File: src/include/dnc_defines.svh
// Purpose: Offsets, reset values and field positions of the oscillator control registers
// Assumes: Byte-wide registers at word indices 13..15
// Notes: Definitions only
`ifndef DNC_DEFINES_SVH
`define DNC_DEFINES_SVH
`define DNC_ADDR_OSC_CTRL 4'h0d
`define DNC_ADDR_TEST_TIMING 4'h0e
`define DNC_ADDR_UPDATE 4'h0f
`define DNC_OSC_CTRL_RST 8'hf8
`define DNC_TEST_TIMING_RST 8'h10
`define DNC_OSC_SER_EN_BIT 6
`define DNC_OSC_ACC_EN_BIT 5
`define DNC_TT_SETUP_LO 4
`define DNC_TT_SETUP_HI 5
`define DNC_TT_SETUP_RST 2'b01
`endif

File: src/include/dnc_pkg.sv
// Purpose: Types shared by the oscillator control register bank
// Assumes: Nothing beyond the defines header
// Notes: Carrier struct for the active (slave) control values
package dnc_pkg;
	typedef struct packed
	{
		logic serFreqEn;
		logic accFeedbackEn;
		logic [1:0] setupHold;
		logic [7:0] oscCtrl;
		logic [7:0] testTiming;
	} dnc_active_s;
endpackage

File: src/logic/dnc_control_regs.sv
// Purpose: Master/slave control registers at indices 13..15 with update strobe
// Assumes: Plain write/read strobe port on ref_clk; update pin already synchronous
// Notes: Slave values steer the datapath; masters are what software reads back
//
// Contract
// - Osc control bit 6 gates the serial word onto the accumulator input; reset one.
// - Clearing that enable only gates the path and leaves the stored serial word untouched.
// - Osc control bit 5 high enables accumulator feedback, low stops accumulation; reset one.
// - Test and timing bits 5:4 set oscillator-to-converter timing, only 11b or 00b are legal; the code resets them to 01b and flags 01b/10b on timingInvalid.
// - Any write to index 15 is an update strobe equal to the external update pin.
// - Index 15 holds no storage and reads back zero.
//
// The strobed register port is this design's own decision.
`include "dnc_defines.svh"
`timescale 1ns/100ps
`default_nettype none
module dnc_control_regs
(
	// Clock and reset
	input wire logic ref_clk,
	input wire logic srst,
	// Register port
	input wire logic [3:0] regAddr,
	input wire logic [7:0] regWrData,
	input wire logic regWrStb,
	input wire logic regRdStb,
	output logic [7:0] regRdData,
	// Update pin, active low, from same clock domain
	input wire logic updateIn_n,
	// Datapath gating
	input wire logic [39:0] serFreqWord,
	output logic [39:0] serFreqToAcc,
	output logic accFeedbackEn,
	output logic [1:0] setupHold,
	output logic updatePulse,
	output logic timingInvalid
);
	// ==========================================================
	// Register state
	logic [7:0] oscMaster_reg, oscMaster_next;
	logic [7:0] ttMaster_reg, ttMaster_next;
	dnc_pkg::dnc_active_s active_reg, active_next;
	logic [7:0] regRdData_reg, regRdData_next;
	logic [39:0] serOut_reg, serOut_next;
	logic updPulse_reg, updPulse_next;
	logic timingInv_reg, timingInv_next;
	logic doUpdate;
	logic wrOsc;
	logic wrTiming;
	logic wrUpdate;
	// ==========================================================
	// Decode helpers
	// True when a write strobe targets the given index
	function automatic logic wrHit(input logic stb, input logic [3:0] addr,
		input logic [3:0] target);
		return stb && (addr == target);
	endfunction
	// Setup/hold codes with mixed bits are not usable operating settings
	function automatic logic badTiming(input logic [1:0] code);
		return (code == 2'b01) || (code == 2'b10);
	endfunction
	// ==========================================================
	// Address decode
	assign wrOsc = wrHit(regWrStb, regAddr, `DNC_ADDR_OSC_CTRL);
	assign wrTiming = wrHit(regWrStb, regAddr, `DNC_ADDR_TEST_TIMING);
	// Index 15 decodes to a strobe only; there is no flop behind it
	assign wrUpdate = wrHit(regWrStb, regAddr, `DNC_ADDR_UPDATE);
	// Pin is a level: every low cycle repeats the copy
	assign doUpdate = wrUpdate || !updateIn_n;
	// ==========================================================
	// Master registers
	always_comb
	begin
		oscMaster_next = oscMaster_reg;
		ttMaster_next = ttMaster_reg;
		if (wrOsc)
		begin
			// Reserved bits stored as written; keeping them is software's duty
			oscMaster_next = regWrData;
		end
		if (wrTiming)
		begin
			// Any code is stored; a bad code is flagged once it is active
			ttMaster_next = regWrData;
		end
	end
	always_ff @(posedge ref_clk)
	begin
		if (srst)
		begin
			oscMaster_reg <= `DNC_OSC_CTRL_RST;
			ttMaster_reg <= `DNC_TEST_TIMING_RST;
		end
		else
		begin
			oscMaster_reg <= oscMaster_next;
			ttMaster_reg <= ttMaster_next;
		end
	end
	// ==========================================================
	// Slave registers
	always_comb
	begin
		active_next = active_reg;
		if (doUpdate)
		begin
			// Uses pre-write masters; a same-cycle write lands on the next update
			active_next.oscCtrl = oscMaster_reg;
			active_next.testTiming = ttMaster_reg;
			active_next.serFreqEn = oscMaster_reg[`DNC_OSC_SER_EN_BIT];
			active_next.accFeedbackEn = oscMaster_reg[`DNC_OSC_ACC_EN_BIT];
			active_next.setupHold = ttMaster_reg[`DNC_TT_SETUP_HI:`DNC_TT_SETUP_LO];
		end
	end
	always_ff @(posedge ref_clk)
	begin
		if (srst)
		begin
			active_reg <= '{serFreqEn: 1'b1, accFeedbackEn: 1'b1,
				setupHold: `DNC_TT_SETUP_RST,
				oscCtrl: `DNC_OSC_CTRL_RST, testTiming: `DNC_TEST_TIMING_RST};
		end
		else
		begin
			active_reg <= active_next;
		end
	end
	// ==========================================================
	// Read-back
	always_comb
	begin
		regRdData_next = 8'h00;
		if (regRdStb)
		begin
			unique case (regAddr)
				`DNC_ADDR_OSC_CTRL: regRdData_next = oscMaster_reg;
				`DNC_ADDR_TEST_TIMING: regRdData_next = ttMaster_reg;
				default: regRdData_next = 8'h00;
			endcase
		end
	end
	always_ff @(posedge ref_clk)
	begin
		if (srst)
		begin
			regRdData_reg <= 8'h00;
		end
		else
		begin
			regRdData_reg <= regRdData_next;
		end
	end
	// ==========================================================
	// Serial frequency path
	always_comb
	begin
		// Gate only the path; serFreqWord itself is never touched
		serOut_next = active_reg.serFreqEn ? serFreqWord : 40'h00_0000_0000;
	end
	always_ff @(posedge ref_clk)
	begin
		if (srst)
		begin
			serOut_reg <= 40'h00_0000_0000;
		end
		else
		begin
			serOut_reg <= serOut_next;
		end
	end
	// ==========================================================
	// Update pulse
	always_comb
	begin
		updPulse_next = doUpdate;
	end
	always_ff @(posedge ref_clk)
	begin
		if (srst)
		begin
			updPulse_reg <= 1'b0;
		end
		else
		begin
			updPulse_reg <= updPulse_next;
		end
	end
	// ==========================================================
	// Timing flag
	always_comb
	begin
		// Follows the slave value so the flag and setupHold change together
		timingInv_next = badTiming(active_next.setupHold);
	end
	always_ff @(posedge ref_clk)
	begin
		if (srst)
		begin
			// Reset code 01b is not an operating setting
			timingInv_reg <= 1'b1;
		end
		else
		begin
			timingInv_reg <= timingInv_next;
		end
	end
	// ==========================================================
	// Outputs
	assign regRdData = regRdData_reg;
	assign serFreqToAcc = serOut_reg;
	assign accFeedbackEn = active_reg.accFeedbackEn;
	assign setupHold = active_reg.setupHold;
	assign updatePulse = updPulse_reg;
	assign timingInvalid = timingInv_reg;
endmodule
`default_nettype wire

File: config.mk
export PLATFORM = sky130hd
export DESIGN_NAME = dnc_control_regs
export DESIGN_NICKNAME = d
export VERILOG_FILES = /design/src/include/dnc_pkg.sv /design/src/logic/dnc_control_regs.sv
export VERILOG_INCLUDE_DIRS = /design/src /design/src/include
export SDC_FILE = /design/constraint.sdc
export NUM_CORES = 1
export LEC_CHECK = 0
export BUFFER_PORTS_ARGS = -buffer_cell sky130_fd_sc_hd__buf_2
export CORE_MARGIN = 8
export CORE_UTILIZATION = 48
export DETAILED_ROUTE_END_ITERATION = 16
export PLACE_DENSITY = 0.88
export SETUP_SLACK_MARGIN = 0.05
export SYNTH_ARGS = -nofsm -noshare
export SYNTH_HDL_FRONTEND = slang
export SYNTH_SLANG_ARGS = --single-unit
File: constraint.sdc
create_clock -name ref_clk -period 3.1 [get_ports ref_clk]
set_clock_uncertainty 0.2 [all_clocks]
set_input_delay 0.155 -clock ref_clk [delete_from_list [all_inputs] [get_ports ref_clk]]
set_output_delay 0.155 -clock ref_clk [all_outputs]
set_load 0.01 [all_outputs]
==> run metrics, run 1 <==
first-pass GRT wire length=between 10 and 15 mm; DR WL/cell=between 15 and 20 µm; Inst Count DP=363; io pins=110; setup ws final=around 1.4 ns; largest net degree at the start of global routing=~40; Max Clk Rate=slightly below 600 MHz; core footprint=0.004661 mm²; antenna-violating nets left=0; H-Tree Level Count=3; maxcap violations=0; Multi-input gate area=between 800 and 900 µm²; Die Width=between 80 and 90 µm; Pleak=approximately 1.7 nW; average size of a mapped cell=between 10 and 15 µm²; GP Congestion=0.8002; Hold Crit Class=in -> reg; Yosys reg bits=70; fin area=0.003557 mm²; full die area=roughly 0.0072 mm²; Core Util, Final=0.7632; worst slack, placed=between 1 and 1.5 ns; Post-Layout Cell Count=about 430; Synth cell types=25; Layout Nets=426; final setup TNS=0 ns; max FFs per register=40; Syn-to-layout area delta=55.10%; Synth Instances=217; startpoint types=register; via/cell ratio=just under 5; synthesized net count=between 200 and 300; total CTS buffers=9; DP Wirelength=approximately 4.2 mm; Met3 Wirelength=between 700 and 800 µm; Max IR drop VDD=between 0.3 and 0.4 mV; Worst-Margin Slew=1.065 ns; layout cells sized above 1=0.3503; post-synthesis cell area=between 0.002 and 0.0025 mm²; routed length on met2=3.416 mm; # port buffers=109; worst path required time=between 3 and 4 ns; post-CTS resize count=0; Worst Setup End Kind=register; initial antenna violation count=0; clk slew on worst S/H paths=approximately 0.070 ns; max layer used=met4; Synth top area share=0.6110; number of fill cells=around 270; CTS Root Buffer Type=clkbuf_8; asr flop ratio synth=0; die span in y=85.13 µm; Initial Utilization=0.4921; CP arrival=between 1.5 and 2 ns; drt pass-1 iters=4; Hold-fix buffers, CTS=between 40 and 50; Detailed Route Iter0 Violations=86; kind of critical path=reg -> reg; grt ovf=0; final critical-path required period=roughly 1.7 ns; M1 wire length=about 2.8 mm; Setup Viol. Count Final=0; cell area power density=571.1 mW/mm²; placed cell areas=0.002820 mm²; DRC viols=0; Critical Path Fanout Max=40; Total GRT Usage=0.1927; TritonCTS Sinks=70; Seq. cell area=between 0.001 and 0.0015 mm²; row count=25; Vias=around 2100; max-slew violations=0; Warnings, synthesis=0; Max clock buf depth=2; fin crit share=0.5514; Total Wirelength=around 7 mm; CTS tree=built; Seq/Total Area, Yosys=0.6110; cell taking the most area after synthesis=dfxtp_1; vias in the first global route=around 2100; post-CTS setup buffer count=0; RSZ-0062 raised after global routing=false; status=completed; count of final hold-check violations=0; normalized max-slew margin=0.2870; EDFF count, synth=0; dominant cells by area after synthesis=dfxtp_1, and2_1, nor2_1, nand3_1, a22oi_1; clk_lat worst skew=roughly 0.33 ns; Antenna diodes=0; Synth Flop Type=dfxtp_1
[cells in the mapped netlist (2+ instances only)]
cell type,instances
a211o_1,5
a21oi_1,10
mux2i_1,5
buf_2,5
and3_1,6
and2_1,40
buf_4,3
xor2_1,2
and4b_2,2
clkbuf_1,7
nand3_1,12
dfxtp_1,70
nor2b_1,2
a22oi_1,8
nor2_1,17
nand2b_1,4
o21ai_0,11
[through the flow]
stage          total power, mW  hold WS, ns
3_5_place_dp             1.111       0.1562
4_1_cts                  2.030      0.03105
6_report                 2.032      0.03365
3_3_place_gp             1.106       0.1543
2_1_floorplan            1.036      0.07671
5_1_grt                  2.100      0.08015
[cells by family (layout without fill, tap and decap cells)]
family                    after synthesis  in the layout  synth area share
xor gates and xnor gates                2              2          0.007639
muxes                                   5              5           0.02182
AOI/OAI and AO/OA                      35             35            0.1004
and+or+nand+nor                        87             87            0.2188
buffers and inverters                  18            175           0.04037
DFF                                    70             70            0.6110
[worst max-delay path, stage by stage (launching register included)]
cell and delay [ns]:
dfxtp_1 0.32, nor2b_2 0.85, and2_1 0.27
[cells in the final DEF (no fill, tap or decap), types with 6 or more instances in the layout]
master / netlist / routed
buf_2: 5 / 109
dfxtp_1: 70 / 70
dlygate4sd3_1: 0 / 49
and2_1: 40 / 40
nor2_1: 17 / 17
nand3_1: 12 / 12
o21ai_0: 11 / 11
a21oi_1: 10 / 10
clkbuf_8: 0 / 10
a22oi_1: 8 / 8
and3_1: 6 / 6
[per-layer routing]
metal,vias up,track usage
li1,1021,-
met1,928,0.2115
met2,102,0.3281
met3,9,0.07143
met4,0,0.07605
met5,-,0
[area by class of cell]
| cell class | count | area share |
|---|---|---|
| Sequential cell | 70 | 0.3939 |
| Timing Repair Buffer | 158 | 0.2912 |
| Multi-Input combinational cell | 129 | 0.2255 |
| Clock buffer | 10 | 0.03869 |
| Clock inverter | 6 | 0.03060 |
| Tap cell | 54 | 0.01899 |
| Inverter | 1 | 0.001055 |
[path summary, 6_finish.rpt]
| check | from | endpoint | depth (start not counted) | slack (ns) |
|---|---|---|---|---|
| setup / recovery | active_reg[14] | serFreqToAcc[39] | 2 | 1.39 |
| hold / removal | regAddr[0] | updatePulse | 3 | 0.03 |
| hold reg to reg | oscMaster_reg[4] | oscMaster_reg[4] | 1 | 0.27 |
| setup reg to reg | active_reg[14] | serFreqToAcc[39] | 2 | 1.39 |
[report_power, final]
group / switching [mW] / internal [mW]
sequential: 0.0107 / 0.934
clock: 0.330 / 0.555
combinational: 0.0919 / 0.111
total: 0.432 / 1.60
(Power assumes the default switching activity.)
==> run 2, diff against run 1 <==
--- a/config.mk
+++ b/config.mk
@@ -6,11 +6,12 @@
 export SDC_FILE = /design/constraint.sdc
 export NUM_CORES = 1
 export LEC_CHECK = 0
+export ABC_AREA = 1
 export BUFFER_PORTS_ARGS = -buffer_cell sky130_fd_sc_hd__buf_2
 export CORE_MARGIN = 8
-export CORE_UTILIZATION = 48
+export CORE_UTILIZATION = 40
 export DETAILED_ROUTE_END_ITERATION = 16
-export PLACE_DENSITY = 0.88
+export PLACE_DENSITY = 0.79
 export SETUP_SLACK_MARGIN = 0.05
 export SYNTH_ARGS = -nofsm -noshare
 export SYNTH_HDL_FRONTEND = slang
==> constraint.sdc (replaced) <==
create_clock -name ref_clk -period 1.4 [get_ports ref_clk]
set_clock_uncertainty 0.2 [all_clocks]
set_input_delay 0.07 -clock ref_clk [delete_from_list [all_inputs] [get_ports ref_clk]]
set_output_delay 0.07 -clock ref_clk [all_outputs]
set_load 0.01 [all_outputs]
==> run metrics, run 2 <==
maxcap violations=0; Synth Flop Type=dfxtp_1; Syn-to-layout area delta=63.36%; max incr delay on CP=about 0.57 ns; GP Congestion=roughly 0.82; placed cell areas=a little under 0.003 mm²; Warnings, synthesis=0; Max IR drop VDD=0.7195 mV; number of fill cells=439; Total Wirelength=~6.9 mm; largest net degree at the start of global routing=a little over 40; grt ovf=0; Max Clk Rate=a little under 800 MHz; kind of critical path=in -> reg; startpoint types=input port; Worst-Margin Slew=just over 0.4 ns; RSZ-0062 raised after global routing=false; Worst Setup End Kind=register; cell taking the most area after synthesis=dfxtp_1; post-synthesis cell area=roughly 0.0022 mm²; leading cell type in the layout, fill and taps excluded=buf_2; Layout Nets=around 500; initial antenna violation count=3; worst path required time=between 1 and 1.5 ns; Pleak=between 1.5 and 2 nW; Critical Path Fanout Max=9; Seq/Total Area, Yosys=0.6236; Multi-input gate area=just over 600 µm²; first-pass GRT wire length=roughly 11 mm; final critical-path required period=around 1.3 ns; Synth cell types=15; Max clock buf depth=2; fin area=between 0.003 and 0.004 mm²; CP arrival=1.30 ns; # port buffers=109; EDFF count, synth=0; die span in y=a little over 90 µm; normalized max-slew margin=0.7246; total CTS buffers=9; critical-path cell list=buf_2, dlygate4sd3_1, nor2_2, nand2_4, buf_4, nand2_1, a21oi_1; max FFs per register=40; cell area power density=roughly 1200 mW/mm²; io pins=110; clk_lat worst skew=~0.33 ns; status=completed; Max stage delay cell, worst path=dlygate4sd3_1; count of final hold-check violations=0; max-slew violations=0; top-count cell post-synth=dfxtp_1; H-Tree Level Count=3; core footprint=roughly 0.0055 mm²; Synth Instances=between 200 and 300; Seq. cell area=about 0.0014 mm²; row count=27; DR WL/cell=13.25 µm; via/cell ratio=roughly 4.4; clk slew on worst S/H paths=around 0.08 ns; drt pass-1 iters=4; most frequent cells in the layout=buf_2, dfxtp_1, nand2_1; DP Wirelength=around 4.3 mm; CTS tree=built; final setup TNS=0 ns; critical path's top delay family=buffers and inverters; fin crit share=0.9211; Total GRT Usage=0.1672; average size of a mapped cell=around 8.3 µm²; synthesized net count=between 300 and 400; crit path buf inv count=3; antenna-violating nets left=0; Yosys reg bits=70; dominant cells by area after synthesis=dfxtp_1, nand2_1, inv_1, nor2_1, a21oi_1; Post-synth top cells=dfxtp_1, nand2_1, inv_1; DRC viols=0; Setup Viol. Count Final=0; full die area=approximately 0.0083 mm²; Vias=roughly 2300; Hold Crit Class=in -> reg; Initial Utilization=0.4106; layout cells sized above 1=0.3140; TritonCTS Sinks=70; asr flop ratio synth=0; Synth top area share=0.6236; Die Width=between 90 and 100 µm; CTS Root Buffer Type=clkbuf_8; vias in the first global route=between 2000 and 2500; Detailed Route Iter0 Violations=~140
[run 2: changes by cell type after synthesis, moves of 4 or more]
cell,delta
a211o_1,-5
a21oi_1,+8
a22oi_1,-8
and2_1,-40
and3_1,-6
buf_2,-5
inv_1,+47
mux2i_1,-5
nand2_1,+62
nand2b_1,-4
nor2_1,+25
o21ai_0,-10
[run 2: through the flow]
stage / hold WS [ns] / cells / utilization / total power, mW / setup slack [ns]
after floorplan: -0.01778 / 271 / - / 2.322 / 0.3254
after global placement: 0.08069 / 448 / 0.5277 / 2.515 / 0.1980
after detailed placement: 0.08922 / 448 / 0.5277 / 2.529 / 0.1284
after CTS: -0.01496 / 518 / 0.6644 / 4.288 / 0.09375
after global routing: 0.01764 / 524 / 0.6708 / 4.466 / 0.06162
final: 0.008250 / 524 / 0.6708 / 4.269 / 0.1105
[run 2: power breakdown]
part	leakage (nW)	internal, mW	switching, mW
Combinational	1.27	0.263	0.244
Clock	0.106	0.920	0.735
Sequential	0.576	2.08	0.0258
[run 2: final cells by class]
type / instances / area share
Inverter: 50 / 0.05215
Clock buffer: 11 / 0.04124
Antenna cell: 3 / 0.002045
Multi-Input combinational cell: 143 / 0.1694
Clock inverter: 5 / 0.01534
Timing Repair Buffer: 170 / 0.3136
Tap cell: 72 / 0.02454
Sequential cell: 70 / 0.3817
[run 2: path summary, 6_finish.rpt]
kind               startpoint          endpoint  slack (ns)  cells past startpoint
max                regAddr[0]   ttMaster_reg[7]        0.11                      7
min                regAddr[1]  oscMaster_reg[7]       0.008                      5
max reg2reg    active_reg[14]   serFreqToAcc[8]        0.37                      3
min reg2reg  oscMaster_reg[2]      regRdData[2]        0.26                      2
[run 2: logic make-up (layout without fill, tap and decap cells)]
family / Yosys count / count (layout) / share of synthesized area
simple gates: 123 / 123 / 0.2294
flops: 70 / 70 / 0.6236
compound gates: 20 / 20 / 0.04566
other cells: 0 / 3 / 0
buf+inv: 58 / 236 / 0.1013
[run 2: what timing repair did]
item / CTS / global route
setup endpoints to repair: 0 / 16
buffers inserted: 0 / 3
endpoints found under the hold margin: 68 / 0
gates resized for setup: 0 / 3
hold buffers: 54 / 0
[run 2: routing by layer]
metal,GRT usage,vias to the layer above,routed length [µm]
li1,-,1149,-
met1,0.1511,1073,2380
met3,0.06996,9,680
met2,0.3041,95,3759
met5,0,-,0
met4,0.1023,0,121
[run 2: worst min-delay path, stage by stage]
cell,delay [ns]
buf_2,0.14
nor3_4,0.07
nand2_4,0.11
nand2_1,0.06
nand3_1,0.07
==> run 3, diff against run 2 <==
--- a/config.mk
+++ b/config.mk
@@ -12,7 +12,8 @@
 export CORE_UTILIZATION = 40
 export DETAILED_ROUTE_END_ITERATION = 16
 export PLACE_DENSITY = 0.79
-export SETUP_SLACK_MARGIN = 0.05
+export SETUP_SLACK_MARGIN = 0.2
 export SYNTH_ARGS = -nofsm -noshare
 export SYNTH_HDL_FRONTEND = slang
 export SYNTH_SLANG_ARGS = --single-unit
+export TNS_END_PERCENT = 1
==> run metrics, run 3 (synthesis results as in run 2) <==
largest net degree at the start of global routing=41; CTS tree=built; met2 Use GR=0.3017; Post-Layout Cell Count=521; Vias=between 2000 and 2500; Worst Setup End Kind=register; full die area=about 0.0083 mm²; Core Util, Final=0.6658; Setup Viol. Count Final=0; CP arrival=about 1.2 ns; DP Wirelength=approximately 4.3 mm; worst path required time=between 1 and 1.5 ns; Max IR drop VDD=between 0.7 and 0.8 mV; grt ovf=0; clk slew on worst S/H paths=about 0.080 ns; Detailed Route Iter0 Violations=112; die span in y=90.95 µm; H-Tree Level Count=3; Total GRT Usage=0.1662; total CTS buffers=9; via/cell ratio=approximately 4.4; final setup TNS=0 ns; final critical-path required period=about 1.2 ns; combinational power share=0.118; met3 global-route usage=0.07078; Max Clk Rate=859.1 MHz; failing checks=negative hold slack; DRC viols=0; Die Width=approximately 90 µm; initial antenna violation count=3; antenna-violating nets left=0; Pleak=1.939 nW; clock power share=0.387; # port buffers=approximately 110; Max clock buf depth=2; maxcap violations=0; P_sw=0.9968 mW; drt pass-1 iters=4; TritonCTS Sinks=70; GP Congestion=0.8175; met1 usage=0.1496; core footprint=roughly 0.0055 mm²; post-CTS resize count=0; sequential share of power=0.495; most frequent cells in the layout=buf_2, dfxtp_1, nand2_1; leading cell type in the layout, fill and taps excluded=buf_2; vias in the first global route=between 2000 and 2500; Initial Utilization=0.4106; normalized max-slew margin=0.7191; Worst-Margin Slew=0.4204 ns; CTS Root Buffer Type=clkbuf_8; Syn-to-layout area delta=62.14%; Hold Crit Class=in -> reg; Critical Path Fanout Max=4; kind of critical path=in -> reg; Total Wirelength=~6.9 mm; fin crit share=0.8314; max-slew violations=0; DR WL/cell=between 10 and 15 µm; Net Sw Frac=0.2341; row count=27; layout cells sized above 1=0.3049; clk_lat worst skew=0.33 ns; Inst Count DP=around 450; Top Usage Layer GRT=met2; startpoint types=input port; io pins=110; max FFs per register=40; cell area power density=1169 mW/mm²; RSZ-0062 raised after global routing=false; Hold WS=-0.04877 ns; count of final hold-check violations=9; Layout Nets=about 500; first-pass GRT wire length=roughly 11 mm; Int Pwr=between 3 and 4 mW; status=complete, but fails checks
-- run 3: cell types whose count changed in the layout (fill, tap and decap cells not counted), sizes merged --
cell,previous run,this run
buf,116,113
clkinv,3,4
inv,50,49
-- run 3: final cells by class --
cell class	instances	area, µm²
clock buffer	11	151.4
multi-input combinational	143	618.1
antenna	3	7.507
timing repair buffer	167	1129
clock inverter	5	56.30
inverter	50	190.2
sequential	70	1401
tap	72	90.09
fill	439	1829
-- run 3: timing repair --
item / 4_1_cts / 5_1_grt
hold buffers: 52 / 2
setup buffers: 0 / 0
endpoints found under the hold margin: 68 / 6
-- run 3: worst max-delay path: stages --
cell and delay (ns):
buf_2 0.11, inv_1 0.12, dlygate4sd3_1 0.65, nand3_1 0.11
nand2_1 0.08, nand2_1 0.04
-- run 3: power groups by stage --
| stage | Combinational [mW] | Clock, mW | Sequential, mW |
|---|---|---|---|
| finish | 0.504 | 1.65 | 2.11 |
| global route | 0.548 | 1.80 | 2.12 |
| CTS | 0.492 | 1.69 | 2.10 |
| detailed placement | 0.378 | 0 | 2.15 |
| global placement | 0.368 | 0 | 2.15 |
| floorplan | 0.130 | 0 | 2.19 |
-- run 3: path summary, 6_finish.rpt --
check                    endpoint  slack [ns]  depth (start not counted)        startpoint
setup reg to reg  serFreqToAcc[8]        0.37                          3    active_reg[14]
setup / recovery    timingInvalid        0.24                          6              srst
hold reg to reg      regRdData[2]        0.26                          2  oscMaster_reg[2]
hold / removal    ttMaster_reg[5]       -0.05                          4        regAddr[0]
-- run 3: through the flow --
step                worst slack [ns]  area (µm²)  power [mW]
floorplan                     0.3254        2247       2.322
global placement              0.1980        2888       2.515
detailed placement            0.1284        2888       2.529
CTS                           0.2722        3616       4.284
global route                  0.2015        3643       4.462
finish                        0.2360        3643       4.258
-- run 3: routing by layer --
layer,vias up,wire length (µm)
met5,-,0
met4,0,102
met3,7,706
met2,94,3760
met1,1058,2364
li1,1142,-
